===== src/include/ltm_pkg.sv =====
package ltm_pkg;
    // ------------------------------------------------------------
    // Register addresses
    // ------------------------------------------------------------
    localparam logic [7:0]  ADDR_LEVEL_TRIM_SELECT     = 8'hcd;
    localparam logic [7:0]  ADDR_INTERRUPT_ENABLE_MASK = 8'hce;
    localparam logic [7:0]  ADDR_FACTORY_TEST_SLOT     = 8'hcf;

    // ------------------------------------------------------------
    // Selector field and codes
    // ------------------------------------------------------------
    localparam int          SEL_MSB = 15;
    localparam int          SEL_LSB = 12;
    localparam int          VAL_MSB = 11;
    localparam logic [3:0]  SEL_TONE_LEVEL   = 4'h2;
    localparam logic [3:0]  SEL_RX_VOICE     = 4'h4;
    localparam logic [3:0]  SEL_OUT_A_TRIM   = 4'h6;
    localparam logic [3:0]  SEL_OUT_B_TRIM   = 4'h8;
    localparam logic [3:0]  SEL_TX_MULT      = 4'ha;
    localparam logic [3:0]  SEL_MOD_ATTEN    = 4'hc;
    localparam logic [3:0]  SEL_SUBAUDIO     = 4'hd;

    // ------------------------------------------------------------
    // Field positions
    // ------------------------------------------------------------
    localparam int          MULT_MSB    = 2;
    localparam int          MOD_A_MSB   = 3;
    localparam int          MOD_A_LSB   = 0;
    localparam int          MOD_B_MSB   = 7;
    localparam int          MOD_B_LSB   = 4;
    localparam int          MASK_MASTER = 15;

    // ------------------------------------------------------------
    // Reset and limit values
    // ------------------------------------------------------------
    localparam logic [11:0] RESET_UNITY_GAIN = 12'hfff;
    localparam logic [2:0]  RESET_TX_MULT    = 3'h0;
    localparam logic [2:0]  MAX_TX_MULT      = 3'h5;
    localparam logic [3:0]  RESET_MOD_ATTEN  = 4'h0;
    localparam logic [3:0]  MAX_MOD_ATTEN    = 4'h9;
    localparam logic [15:0] RESET_MASK       = 16'h0000;
    // Bits 15 (master), 12, 9..3 and 0 are real enables; the rest read as zero
    localparam logic [15:0] MASK_WRITABLE    = 16'h93f9;

    // ------------------------------------------------------------
    // Interrupt source positions inside the mask
    // ------------------------------------------------------------
    localparam int          SRC_KEYPAD    = 12;
    localparam int          SRC_AUX_B     = 9;
    localparam int          SRC_AUX_A     = 8;
    localparam int          SRC_TX_END    = 7;
    localparam int          SRC_DATA_REQ  = 6;
    localparam int          SRC_CRC_ERR   = 5;
    localparam int          SRC_FAST_BAUD = 4;
    localparam int          SRC_SLOW_BAUD = 3;
    localparam int          SRC_PROG_RDY  = 0;
endpackage


===== src/core/ltm_level_trim_and_irq_mask_regs.sv =====
`timescale 1ns/1ps
module ltm_level_trim_and_irq_mask_regs (
    input  wire logic        clock,
    input  wire logic        reset,
    input  wire logic        reg_write_strobe,
    input  wire logic [7:0]  reg_address,
    input  wire logic [15:0] reg_write_data,
    input  wire logic        prog_word_tone_level_write,
    input  wire logic        prog_word_output_a_trim_write,
    input  wire logic        prog_word_output_b_trim_write,
    input  wire logic        prog_word_subaudio_level_write,
    input  wire logic [11:0] prog_word_data,
    input  wire logic        rx_mode,
    input  wire logic        voice_path_enable,
    input  wire logic [3:0]  coarse_output_gain,
    input  wire logic        keypad_tone_detect,
    input  wire logic        aux_converter_a_event,
    input  wire logic        aux_converter_b_event,
    input  wire logic        modem_tx_end,
    input  wire logic        modem_data_request,
    input  wire logic        block_checksum_error,
    input  wire logic        fast_baud_detect,
    input  wire logic        slow_baud_detect,
    input  wire logic        program_ready_flag,
    input  wire logic        status_read_strobe,
    output logic [11:0]      tone_level_gain,
    output logic [11:0]      rx_voice_gain,
    output logic [15:0]      total_volume,
    output logic [11:0]      output_a_trim,
    output logic [11:0]      output_b_trim,
    output logic [2:0]       tx_voice_shift,
    output logic [3:0]       modulator_out_a_atten,
    output logic [3:0]       modulator_out_b_atten,
    output logic [11:0]      subaudio_tx_gain,
    output logic [15:0]      interrupt_pending,
    output logic             host_interrupt_out_n
);

    // ------------------------------------------------------------
    // Helpers
    // ------------------------------------------------------------
    // Out-of-range codes clamp to the deepest documented step
    function automatic logic [3:0] clamp_atten(input logic [3:0] code);
        clamp_atten = (code > ltm_pkg::MAX_MOD_ATTEN) ?
                      ltm_pkg::MAX_MOD_ATTEN : code;
    endfunction

    // Selector match, gated by a write to the level register
    function automatic logic sel_is(input logic       wr,
                                    input logic [3:0] sel,
                                    input logic [3:0] code);
        sel_is = wr && sel == code;
    endfunction

    // ------------------------------------------------------------
    // Write decode
    // ------------------------------------------------------------
    logic [3:0]  write_selector;
    logic [11:0] write_value;
    logic        level_write;
    logic        mask_write;
    logic        sel_tone;
    logic        sel_rx_voice;
    logic        sel_out_a;
    logic        sel_out_b;
    logic        sel_tx_mult;
    logic        sel_mod;
    logic        sel_subaudio;
    logic [2:0]  mult_code;
    logic [3:0]  atten_a_code;
    logic [3:0]  atten_b_code;

    assign write_selector = reg_write_data[ltm_pkg::SEL_MSB:ltm_pkg::SEL_LSB];
    assign write_value    = reg_write_data[ltm_pkg::VAL_MSB:0];
    // Test slot and other addresses fall through undecoded
    assign level_write  = reg_write_strobe &&
                          reg_address == ltm_pkg::ADDR_LEVEL_TRIM_SELECT;
    assign mask_write   = reg_write_strobe &&
                          reg_address == ltm_pkg::ADDR_INTERRUPT_ENABLE_MASK;

    // Reserved selectors match nothing and leave every level alone
    assign sel_tone     = sel_is(level_write, write_selector,
                                 ltm_pkg::SEL_TONE_LEVEL);
    assign sel_rx_voice = sel_is(level_write, write_selector,
                                 ltm_pkg::SEL_RX_VOICE);
    assign sel_out_a    = sel_is(level_write, write_selector,
                                 ltm_pkg::SEL_OUT_A_TRIM);
    assign sel_out_b    = sel_is(level_write, write_selector,
                                 ltm_pkg::SEL_OUT_B_TRIM);
    assign sel_tx_mult  = sel_is(level_write, write_selector,
                                 ltm_pkg::SEL_TX_MULT);
    assign sel_mod      = sel_is(level_write, write_selector,
                                 ltm_pkg::SEL_MOD_ATTEN);
    assign sel_subaudio = sel_is(level_write, write_selector,
                                 ltm_pkg::SEL_SUBAUDIO);

    // Upper bits ignored; host keeps them zero
    assign mult_code    = write_value[ltm_pkg::MULT_MSB:0];
    assign atten_a_code = write_value[ltm_pkg::MOD_A_MSB:ltm_pkg::MOD_A_LSB];
    assign atten_b_code = write_value[ltm_pkg::MOD_B_MSB:ltm_pkg::MOD_B_LSB];

    // ------------------------------------------------------------
    // Next values
    // ------------------------------------------------------------
    logic        load_tone;
    logic        load_out_a;
    logic        load_out_b;
    logic        load_subaudio;
    logic [11:0] next_tone_level;
    logic [11:0] next_output_a_trim;
    logic [11:0] next_output_b_trim;
    logic [11:0] next_subaudio_gain;
    logic [2:0]  next_tx_shift;
    logic [3:0]  next_atten_a;
    logic [3:0]  next_atten_b;

    // Either source may load; the one written last stays
    assign load_tone     = sel_tone || prog_word_tone_level_write;
    assign load_out_a    = sel_out_a || prog_word_output_a_trim_write;
    assign load_out_b    = sel_out_b || prog_word_output_b_trim_write;
    assign load_subaudio = sel_subaudio || prog_word_subaudio_level_write;

    // Register write wins a same-cycle collision with a program word
    assign next_tone_level    = sel_tone ? write_value : prog_word_data;
    assign next_output_a_trim = sel_out_a ? write_value : prog_word_data;
    assign next_output_b_trim = sel_out_b ? write_value : prog_word_data;
    assign next_subaudio_gain = sel_subaudio ? write_value : prog_word_data;

    // Beyond x32 the multiplier would overflow, so hold at x32
    assign next_tx_shift = (mult_code > ltm_pkg::MAX_TX_MULT) ?
                           ltm_pkg::MAX_TX_MULT : mult_code;
    assign next_atten_a  = clamp_atten(atten_a_code);
    assign next_atten_b  = clamp_atten(atten_b_code);

    // ------------------------------------------------------------
    // Level state
    // ------------------------------------------------------------
    logic [11:0] rx_voice_level;
    logic [15:0] interrupt_mask;

    // Shadowed levels stay live; no return to idle needed
    always_ff @(posedge clock) begin
        if (reset) begin
            tone_level_gain <= ltm_pkg::RESET_UNITY_GAIN;
        end else if (load_tone) begin
            tone_level_gain <= next_tone_level;
        end
    end

    always_ff @(posedge clock) begin
        if (reset) begin
            output_a_trim <= ltm_pkg::RESET_UNITY_GAIN;
        end else if (load_out_a) begin
            output_a_trim <= next_output_a_trim;
        end
    end

    always_ff @(posedge clock) begin
        if (reset) begin
            output_b_trim <= ltm_pkg::RESET_UNITY_GAIN;
        end else if (load_out_b) begin
            output_b_trim <= next_output_b_trim;
        end
    end

    always_ff @(posedge clock) begin
        if (reset) begin
            subaudio_tx_gain <= ltm_pkg::RESET_UNITY_GAIN;
        end else if (load_subaudio) begin
            subaudio_tx_gain <= next_subaudio_gain;
        end
    end

    // Codes pass through unchanged; FFF is unity, ~0.2 dB per step
    always_ff @(posedge clock) begin
        if (reset) begin
            rx_voice_level <= ltm_pkg::RESET_UNITY_GAIN;
        end else if (sel_rx_voice) begin
            rx_voice_level <= write_value;
        end
    end

    always_ff @(posedge clock) begin
        if (reset) begin
            tx_voice_shift <= ltm_pkg::RESET_TX_MULT;
        end else if (sel_tx_mult) begin
            tx_voice_shift <= next_tx_shift;
        end
    end

    always_ff @(posedge clock) begin
        if (reset) begin
            modulator_out_a_atten <= ltm_pkg::RESET_MOD_ATTEN;
            modulator_out_b_atten <= ltm_pkg::RESET_MOD_ATTEN;
        end else if (sel_mod) begin
            modulator_out_a_atten <= next_atten_a;
            modulator_out_b_atten <= next_atten_b;
        end
    end

    // ------------------------------------------------------------
    // Receive voice path
    // ------------------------------------------------------------
    logic        rx_scaling_active;
    logic [11:0] next_rx_voice_gain;

    assign rx_scaling_active  = rx_mode && voice_path_enable;
    assign next_rx_voice_gain = rx_scaling_active ? rx_voice_level
                                                  : ltm_pkg::RESET_UNITY_GAIN;

    // Live update, no idle needed
    always_ff @(posedge clock) begin
        if (reset) begin
            rx_voice_gain <= ltm_pkg::RESET_UNITY_GAIN;
            total_volume  <= {4'h0, ltm_pkg::RESET_UNITY_GAIN};
        end else begin
            rx_voice_gain <= next_rx_voice_gain;
            total_volume  <= {coarse_output_gain, next_rx_voice_gain};
        end
    end

    // ------------------------------------------------------------
    // Interrupt mask and pending events
    // ------------------------------------------------------------
    logic        aux_a_last;
    logic        aux_b_last;
    logic        prog_ready_last;
    logic [15:0] raw_events;
    logic [15:0] next_pending;
    logic        next_irq_active;

    always_ff @(posedge clock) begin
        if (reset) begin
            interrupt_mask <= ltm_pkg::RESET_MASK;
        end else if (mask_write) begin
            interrupt_mask <= reg_write_data & ltm_pkg::MASK_WRITABLE;
        end
    end

    always_ff @(posedge clock) begin
        if (reset) begin
            aux_a_last      <= 1'b0;
            aux_b_last      <= 1'b0;
            prog_ready_last <= 1'b0;
        end else begin
            aux_a_last      <= aux_converter_a_event;
            aux_b_last      <= aux_converter_b_event;
            prog_ready_last <= program_ready_flag;
        end
    end

    always_comb begin
        raw_events = 16'h0000;
        raw_events[ltm_pkg::SRC_KEYPAD]    = keypad_tone_detect;
        raw_events[ltm_pkg::SRC_AUX_B]     =
            aux_converter_b_event ^ aux_b_last;
        raw_events[ltm_pkg::SRC_AUX_A]     =
            aux_converter_a_event ^ aux_a_last;
        raw_events[ltm_pkg::SRC_TX_END]    = modem_tx_end;
        raw_events[ltm_pkg::SRC_DATA_REQ]  = modem_data_request;
        raw_events[ltm_pkg::SRC_CRC_ERR]   = block_checksum_error;
        raw_events[ltm_pkg::SRC_FAST_BAUD] = fast_baud_detect;
        raw_events[ltm_pkg::SRC_SLOW_BAUD] = slow_baud_detect;
        raw_events[ltm_pkg::SRC_PROG_RDY]  =
            program_ready_flag & ~prog_ready_last;
    end

    // A fresh event outranks the status read that clears it
    assign next_pending = (status_read_strobe ? 16'h0000 : interrupt_pending)
                          | (raw_events & interrupt_mask);
    assign next_irq_active = interrupt_mask[ltm_pkg::MASK_MASTER] &&
                             |next_pending;

    always_ff @(posedge clock) begin
        if (reset) begin
            interrupt_pending    <= 16'h0000;
            host_interrupt_out_n <= 1'b1;
        end else begin
            interrupt_pending    <= next_pending;
            host_interrupt_out_n <= ~next_irq_active;
        end
    end

endmodule


===== config.mk =====
export PLATFORM = sky130hd
export DESIGN_NAME = ltm_level_trim_and_irq_mask_regs
export DESIGN_NICKNAME = d
export VERILOG_FILES = /design/src/include/ltm_pkg.sv /design/src/core/ltm_level_trim_and_irq_mask_regs.sv
export SDC_FILE = /design/constraint.sdc
export NUM_CORES = 1
export LEC_CHECK = 0
export ABC_AREA = 1
export BUFFER_PORTS_ARGS = -buffer_cell sky130_fd_sc_hd__buf_2
export CORE_MARGIN = 2
export CORE_UTILIZATION = 35
export CTS_BUF_LIST = sky130_fd_sc_hd__clkbuf_8 sky130_fd_sc_hd__clkbuf_16
export DETAILED_ROUTE_END_ITERATION = 7
export PLACE_DENSITY = 0.56
export SETUP_SLACK_MARGIN = 0.1
export SYNTH_ARGS = -nofsm -noshare
export SYNTH_HDL_FRONTEND = slang
export SYNTH_SLANG_ARGS = --single-unit

===== constraint.sdc =====
create_clock -name clock -period 1.5 [get_ports clock]
set_input_delay 0.075 -clock clock [delete_from_list [all_inputs] [get_ports clock]]
set_output_delay 0.075 -clock clock [all_outputs]
set_load 0.02 [all_outputs]

==> metrics.md, run 1 <==
| Metric | Value |
|---|---|
| Outcome | `finished with violations` |
| Violated checks | `design-rule violations` |
| Crit path launch type | `input pin` |
| Final slew viol count | `0` |
| Clock latency on the worst-skew pair | `420 ps` |
| # setup viols final | `0` |
| CP dominant cell by count | `nand2_1` |
| Crit. End Element | `flop` |
| Final Hold Fails | `0` |
| Leakage | `3.64 nW` |
| Pin count of the biggest net entering global routing | `39` |
| Worst-path fanout max | `12` |
| Slew at the pin closest to its max-slew limit | `414 ps` |
| Reg clk slew, reported paths | `50 ps` |
| Gr usage total | `21.1%` |
| Initial antenna violation count | `1` |
| Starting DRT DRC Count | `502` |
| Post-CTS setup buffer count | `0` |
| Setup TNS | `0 ps` |
| Slew HR | `72.4%` |
| CTS root buf | `clkbuf_16` |
| Final WL | `16.9 mm` |
| DP Wirelength | `11.8 mm` |
| Routed Antenna Nets | `0` |
| Clock Path Buffers | `2` |
| CP delay by family, top | `buffers and inverters` |
| CP bufs+invs | `4` |
| CTS Buf Count | `17` |
| Total grt overflow | `0` |
| Critical Path Slowest Stage Cell | `dlygate4sd3_1` |
| Vias in the first global route | `5,075` |
| Synth-to-layout area growth | `35.9%` |
| Worst Path Class, Setup | `input pin to flop` |
| Pre-Repair DR Iteration Count | `8` |
| Via count | `5,549` |
| CTS H-tree depth | `4` |
| GP Congestion | `0.843` |
| Sequential area share after synthesis | `44.6%` |
| Cell area after synthesis | `0.00526 mm2` |
| Netlist cell types | `20` |
| Yosys top cell area share | `44.6%` |
| Pwr dens | `1190 mW/mm2` |
| Max cap viols | `0` |
| Vias per inst | `4.94` |
| IO Count | `163` |
| Leading area contributor after synthesis | `dfxtp_1` |
| RSZ-0062 raised after global routing | `yes` |
| Clock sink count | `117` |
| CP required | `1800 ps` |
| Top cells by area, synth | `dfxtp_1 45%, nand2_1 16%, nand3_1 11%, nand4_1 8.2%, nor2_1 4.9%` |
| Final period util | `86.2%` |
| Core area | `0.0146 mm2` |
| Layout cells sized above 1 | `24.4%` |
| F_max | `0.773 GHz` |
| Synth Area per Inst | `6.92 um2` |
| Max incr delay on CP | `540 ps` |
| # fillers | `1,500` |
| Worst hold path type | `input pin to flop` |
| Die Y | `127 um` |
| CTS tree | `yes` |
| Post-Route Skew | `5.18 ps` |
| VDD IR max | `0.731 mV` |
| Synth Instances | `759` |
| Arrival @ worst endpoint | `1590 ps` |
| Num rows | `44` |
| Wire per inst | `15.1 um` |
| Die width | `127 um` |
| Nets | `985` |
| WHS | `31.8 ps` |
| Post-route minimum period | `1290 ps` |
| Drt drc | `3` |
| Initial Utilization | `36.0%` |
| Port bufs | `162` |
| Synthesized Nets | `818` |
| Cell-by-cell trace of the critical path | `dlygate4sd3_1 -> buf_2 -> inv_1 -> nand2_1 -> nor2_2 -> buf_4 -> nand4_1 -> nand2_1 -> nand3_1` |
| Die ar. | `0.0160 mm2` |
| Wire length of the first global-routing pass | `26.5 mm` |
| # diodes | `0` |
| #FFs+latches synth | `117` |
| Warnings from Yosys | `0` |
[where the power goes]
| part | leakage (nW) | switching, W | internal (W) | total [W] |
|---|---|---|---|---|
| Clock | 0.302 | 0.00149 | 0.00285 | 0.00435 |
| Sequential | 0.959 | 0.0000521 | 0.00321 | 0.00326 |
| Combinational | 2.38 | 0.000559 | 0.000312 | 0.000870 |
| Total | 3.64 | 0.00210 | 0.00638 | 0.00848 |
[final timing paths]
| path | startpoint | to | slack [ps] | cells after the start |
|---|---|---|---|---|
| min reg2reg | rx_voice_level[4]$_SDFFE_PP1P_ | rx_voice_gain[4]$_SDFF_PP1_ | 440 | 2 |
| max reg2reg | interrupt_mask[4]$_SDFFE_PP0P_ | host_interrupt_out_n$_SDFF_PP1_ | 500 | 7 |
| min | reg_write_data[15] | interrupt_mask[15]$_SDFFE_PP0P_ | 30 | 3 |
| max | reg_write_data[12] | tone_level_gain[5]$_SDFFE_PP1P_ | 210 | 9 |
[cell usage after synthesis]
cell        n
nor3_1      1
inv_2       1
o21ai_0    17
clkbuf_1   25
nand2_1   223
and3_1      1
nand3_2     5
inv_1      61
nor3b_4     1
buf_6       1
a21oi_1    15
nor2_1     69
buf_1       5
buf_2      16
buf_4      16
nand4_1    69
dfxtp_1   117
nor2_4      1
nand3_1   114
nand2_2     1
[metal layers]
metal  global-route usage [%]  vias to the layer above  share of wire, %  wire length [um]
met5                        0                        -             0.077                13
met1                     28.6                     2493                45              7570
met3                     4.89                       31               8.1              1370
met4                     9.31                        2               2.3               391
li1                         -                     2811                 -                 -
met2                     32.0                      212                45              7580
[final cells by class]
cell class	count	area (um2)	area share, %
Clock buffer	19	453	6.34
Clock inverter	13	181	2.54
Inverter	62	233	3.26
Multi-Input combinational cell	517	2360	33.1
Sequential cell	117	2340	32.8
Tap cell	184	230	3.22
Timing Repair Buffer	211	1340	18.8
[through the flow]
| step | utilization, % | cell area [um2] | instances | power (W) | setup WS (ps) |
|---|---|---|---|---|---|
| final | 49.0 | 7140 | 1123 | 0.00848 | 207 |
| after CTS | 48.9 | 7140 | 1123 | 0.00853 | 177 |
| after floorplan | - | 5260 | 759 | 0.00379 | 356 |
| after global routing | 49.0 | 7140 | 1123 | 0.00875 | 84.3 |
| after detailed placement | 42.9 | 6250 | 1066 | 0.00414 | 65.2 |
| after global placement | 42.9 | 6250 | 1066 | 0.00414 | 78.2 |
[registers in the layout (all words and copies together) (netlist names), 3 cells and up]
register               flops
tx_voice_shift             3
tone_level_gain           12
output_b_trim             12
modulator_out_a_atten      4
total_volume               5
rx_voice_gain             11
interrupt_pending         16
rx_voice_level            12
interrupt_mask            10
output_a_trim             12
modulator_out_b_atten      4
subaudio_tx_gain          12
[cells in the final DEF, fill, tap and decap left out, types with 2 or more instances in the layout]
cell,n
buf_4,16
nand3_1,114
clkbuf_8,2
nand3_2,5
nor2_2,2
clkinv_4,2
nand2_1,223
dlygate4sd3_1,25
bufinv_16,4
dfxtp_1,117
buf_12,8
buf_2,162
nand4_1,69
clkinv_2,2
a21oi_1,15
o21ai_0,17
nor2_1,67
inv_1,62
clkbuf_16,17
clkinvlp_4,4
[logic make-up (layout without fill, tap and decap cells)]
group | after synthesis | in the layout | share of synthesized area (%)
simple gates | 485 | 485 | 41.8
buf+inv | 125 | 305 | 10.6
flops | 117 | 117 | 44.6
compound gates | 32 | 32 | 3.05
[repair_timing]
item	CTS	global route
endpoints found under the setup margin	0	18
resized for setup	0	2
hold endpoints to repair	29	0
hold buffers	25	0
[tightest hold or removal path, stage by stage]
cell     delay, ps
buf_2          130
o21ai_0        100
a21oi_1        110
Note: power is estimated with default switching activity, not from simulation.
==> inputs of run 2 (changes only) <==
--- a/constraint.sdc
+++ b/constraint.sdc
@@ -3,2 +3,2 @@
 set_output_delay 0.075 -clock clock [all_outputs]
-set_load 0.02 [all_outputs]
+set_load 0.1 [all_outputs]
==> run 2 against run 1 <==
The flow now finishes without violations. Design area shrank 0.67%. Sequential cell count stayed put. Total power increased by 5.3%. Register-to-register slack better by 30 ps. Fmax down 2.4%. Setup slack worse by 32 ps. Critical path depth is 8 lower. Routed wire length stayed put.
==> metrics.md, run 2 (same netlist as run 1, synthesis figures left out) <==
| Metric | Value |
|---|---|
| Outcome | `completed` |
| Arrival @ worst endpoint | `1250 ps (-340 ps)` |
| Max cap viols | `0 (unchanged)` |
| Clock latency on the worst-skew pair | `420 ps (about the same)` |
| GP Congestion | `0.839 (-0.55%)` |
| Worst hold path type | `input pin to flop` |
| Vias in the first global route | `5,153 (+1.5%)` |
| Final WL | `16.9 mm (unchanged)` |
| CTS Buf Count | `17 (unchanged)` |
| Clk network pwr share | `47.2% (-4.0 points)` |
| Gr usage total | `21.2% (+0.16 points)` |
| Starting DRT DRC Count | `439 (-13%)` |
| CP required | `1420 ps (-380 ps)` |
| Crit. End Element | `output port` |
| Wire per inst | `15.1 um (unchanged)` |
| DP Wirelength | `11.9 mm (+0.55%)` |
| Drt drc | `0 (-3)` |
| Synth-to-layout area growth | `35.0%` |
| Post-route minimum period | `1330 ps (+31.7 ps)` |
| Placed Area | `0.00623 mm2 (-0.32%)` |
| Pwr dens | `1260 mW/mm2 (+6.0%)` |
| Reg clk slew, reported paths | `60 ps (about the same)` |
| Routed Antenna Nets | `0 (unchanged)` |
| Cell-by-cell trace of the critical path | `buf_2` |
| F_max | `0.755 GHz (-2.4%)` |
| Setup TNS | `0 ps (unchanged)` |
| Slew at the pin closest to its max-slew limit | `508 ps (+93.5 ps)` |
| RR Startpoint | `interrupt_mask[4]$_SDFFE_PP0P_` |
| Post-Route Skew | `6.25 ps (+1.07 ps)` |
| Clock Path Buffers | `2 (unchanged)` |
| Die width | `127 um (unchanged)` |
| Initial antenna violation count | `0 (-1)` |
| CTS H-tree depth | `4 (unchanged)` |
| CP bufs+invs | `1 (-3)` |
| Vias per inst | `4.93 (-0.32%)` |
| Hold wc startpoint | `reg_write_data[12]` |
| Most frequent cells in the layout | `223 x nand2_1, 162 x buf_2, 114 x nand3_1, 89 x dfxtp_1` |
| VDD IR max | `0.746 mV (+2.1%)` |
| Logic pwr share | `16.2% (+5.9 points)` |
| CTS root buf | `clkbuf_16` |
| Pre-Repair DR Iteration Count | `5 (-3)` |
| Crit path launch type | `flop` |
| Commonest non-fill, non-tap cell in the layout | `nand2_1` |
| Clock sink count | `117 (unchanged)` |
| Num rows | `44 (unchanged)` |
| # setup viols final | `0 (unchanged)` |
| Sw Share | `30.0% (+5.2 points)` |
| # diodes | `0 (unchanged)` |
| Final setup margin | `175 ps (-31.7 ps)` |
| Via count | `5,531 (-0.32%)` |
| Pin count of the biggest net entering global routing | `37 (-5.1%)` |
| Final Hold Fails | `0 (unchanged)` |
| Final period util | `88.3% (+2.1 points)` |
| Final slew viol count | `0 (unchanged)` |
| Max incr delay on CP | `450 ps (-90 ps)` |
| # fillers | `1,498 (-0.13%)` |
| RSZ-0062 raised after global routing | `no` |
| Slew HR | `66.4% (-6.0 points)` |
| Initial Utilization | `36.0% (unchanged)` |
| Worst slack at placement | `93.3 ps (+28.1 ps)` |
| Cell area after layout | `0.00710 mm2 (-0.67%)` |
| Total grt overflow | `0 (unchanged)` |
| Crit. Startpoint | `tone_level_gain[10]$_SDFFE_PP1P_` |
| Net switching power | `0.00268 W (+27%)` |
| Most flops, register | `interrupt_pending` |
| Final Util | `48.6% (-0.33 points)` |
| Max FFs per register | `16 (unchanged)` |
| Register Area | `0.00238 mm2 (+1.5%)` |
| Int Power | `0.00625 W (-2.0%)` |
| Wire length of the first global-routing pass | `26.9 mm (+1.4%)` |
| Core area | `0.0146 mm2 (unchanged)` |
| Worst-path fanout max | `2 (-10)` |
| Port bufs | `162 (unchanged)` |
| Seq pwr share | `36.6% (-1.9 points)` |
| Worst Path Class, Setup | `flop to output port` |
| Critical Path Slowest Stage Cell | `buf_2` |
| Leakage | `3.59 nW (-1.3%)` |
| CP delay by family, top | `buffers and inverters` |
| Layout cells sized above 1 | `27.5% (+3.1 points)` |
| IO Count | `163 (unchanged)` |
| Die Y | `127 um (unchanged)` |
| Die ar. | `0.0160 mm2 (unchanged)` |
| Nets | `985 (unchanged)` |
| CTS tree | `yes` |
| Area taken by multi-input logic gates | `0.00236 mm2 (-0.21%)` |
[run 2: cell types whose count changed in the layout (fill, tap and decap cells not counted), sizes merged]
cell,before,now
clkbuf,19,20
clkinvlp,4,7
bufinv,4,3
dlygate4sd3,25,23
buf,186,187
inv,63,62
clkinv,4,3
[run 2: per-stage QoR]
step / hold slack, ps / power [W] / std cells
global route: 24.9 / 0.00924 / 1123
finish: 4.83 / 0.00893 / 1123
global placement: 274 / 0.00473 / 1067
CTS: 2.14 / 0.00899 / 1122
floorplan: 144 / 0.00437 / 759
detailed placement: 284 / 0.00473 / 1067
[run 2: metal layers]
layer,vias up,part of all wire [%],GRT usage (%)
li1,2809,-,-
met1,2492,46,28.9
met2,211,45,33.4
met3,19,7.6,5.27
met4,0,1.4,6.21
met5,-,0,0
[run 2: path summary, 6_finish.rpt]
check                                    end  slack, ps  depth (start not counted)
max                      tone_level_gain[10]        170                          1
min          interrupt_mask[12]$_SDFFE_PP0P_          5                          3
max reg2reg  host_interrupt_out_n$_SDFF_PP1_        530                          7
min reg2reg      rx_voice_gain[4]$_SDFF_PP1_        440                          2
[run 2: power by group through the flow]
stage / logic, W / registers [W] / clock network, W
floorplan: 0.000347 / 0.00402 / 0
global placement: 0.00139 / 0.00334 / 0
detailed placement: 0.00139 / 0.00333 / 0
CTS: 0.00144 / 0.00327 / 0.00428
global route: 0.00153 / 0.00328 / 0.00443
finish: 0.00144 / 0.00327 / 0.00422
[run 2: timing repair]
action / in CTS / in global routing
buffers inserted: 0 / 0
resized for setup: 0 / 2
endpoints found under the hold margin: 27 / 0
hold buffers: 23 / 0
setup endpoints to repair: 0 / 1
[run 2: final cells by class]
class | count | share of cell area [%]
Sequential cell | 117 | 33.5
Multi-Input combinational cell | 517 | 33.2
Timing Repair Buffer | 210 | 17.8
Clock buffer | 20 | 6.58
Inverter | 62 | 3.33
Tap cell | 184 | 3.24
Clock inverter | 12 | 2.17
Timing Repair inverter | 1 | 0.106
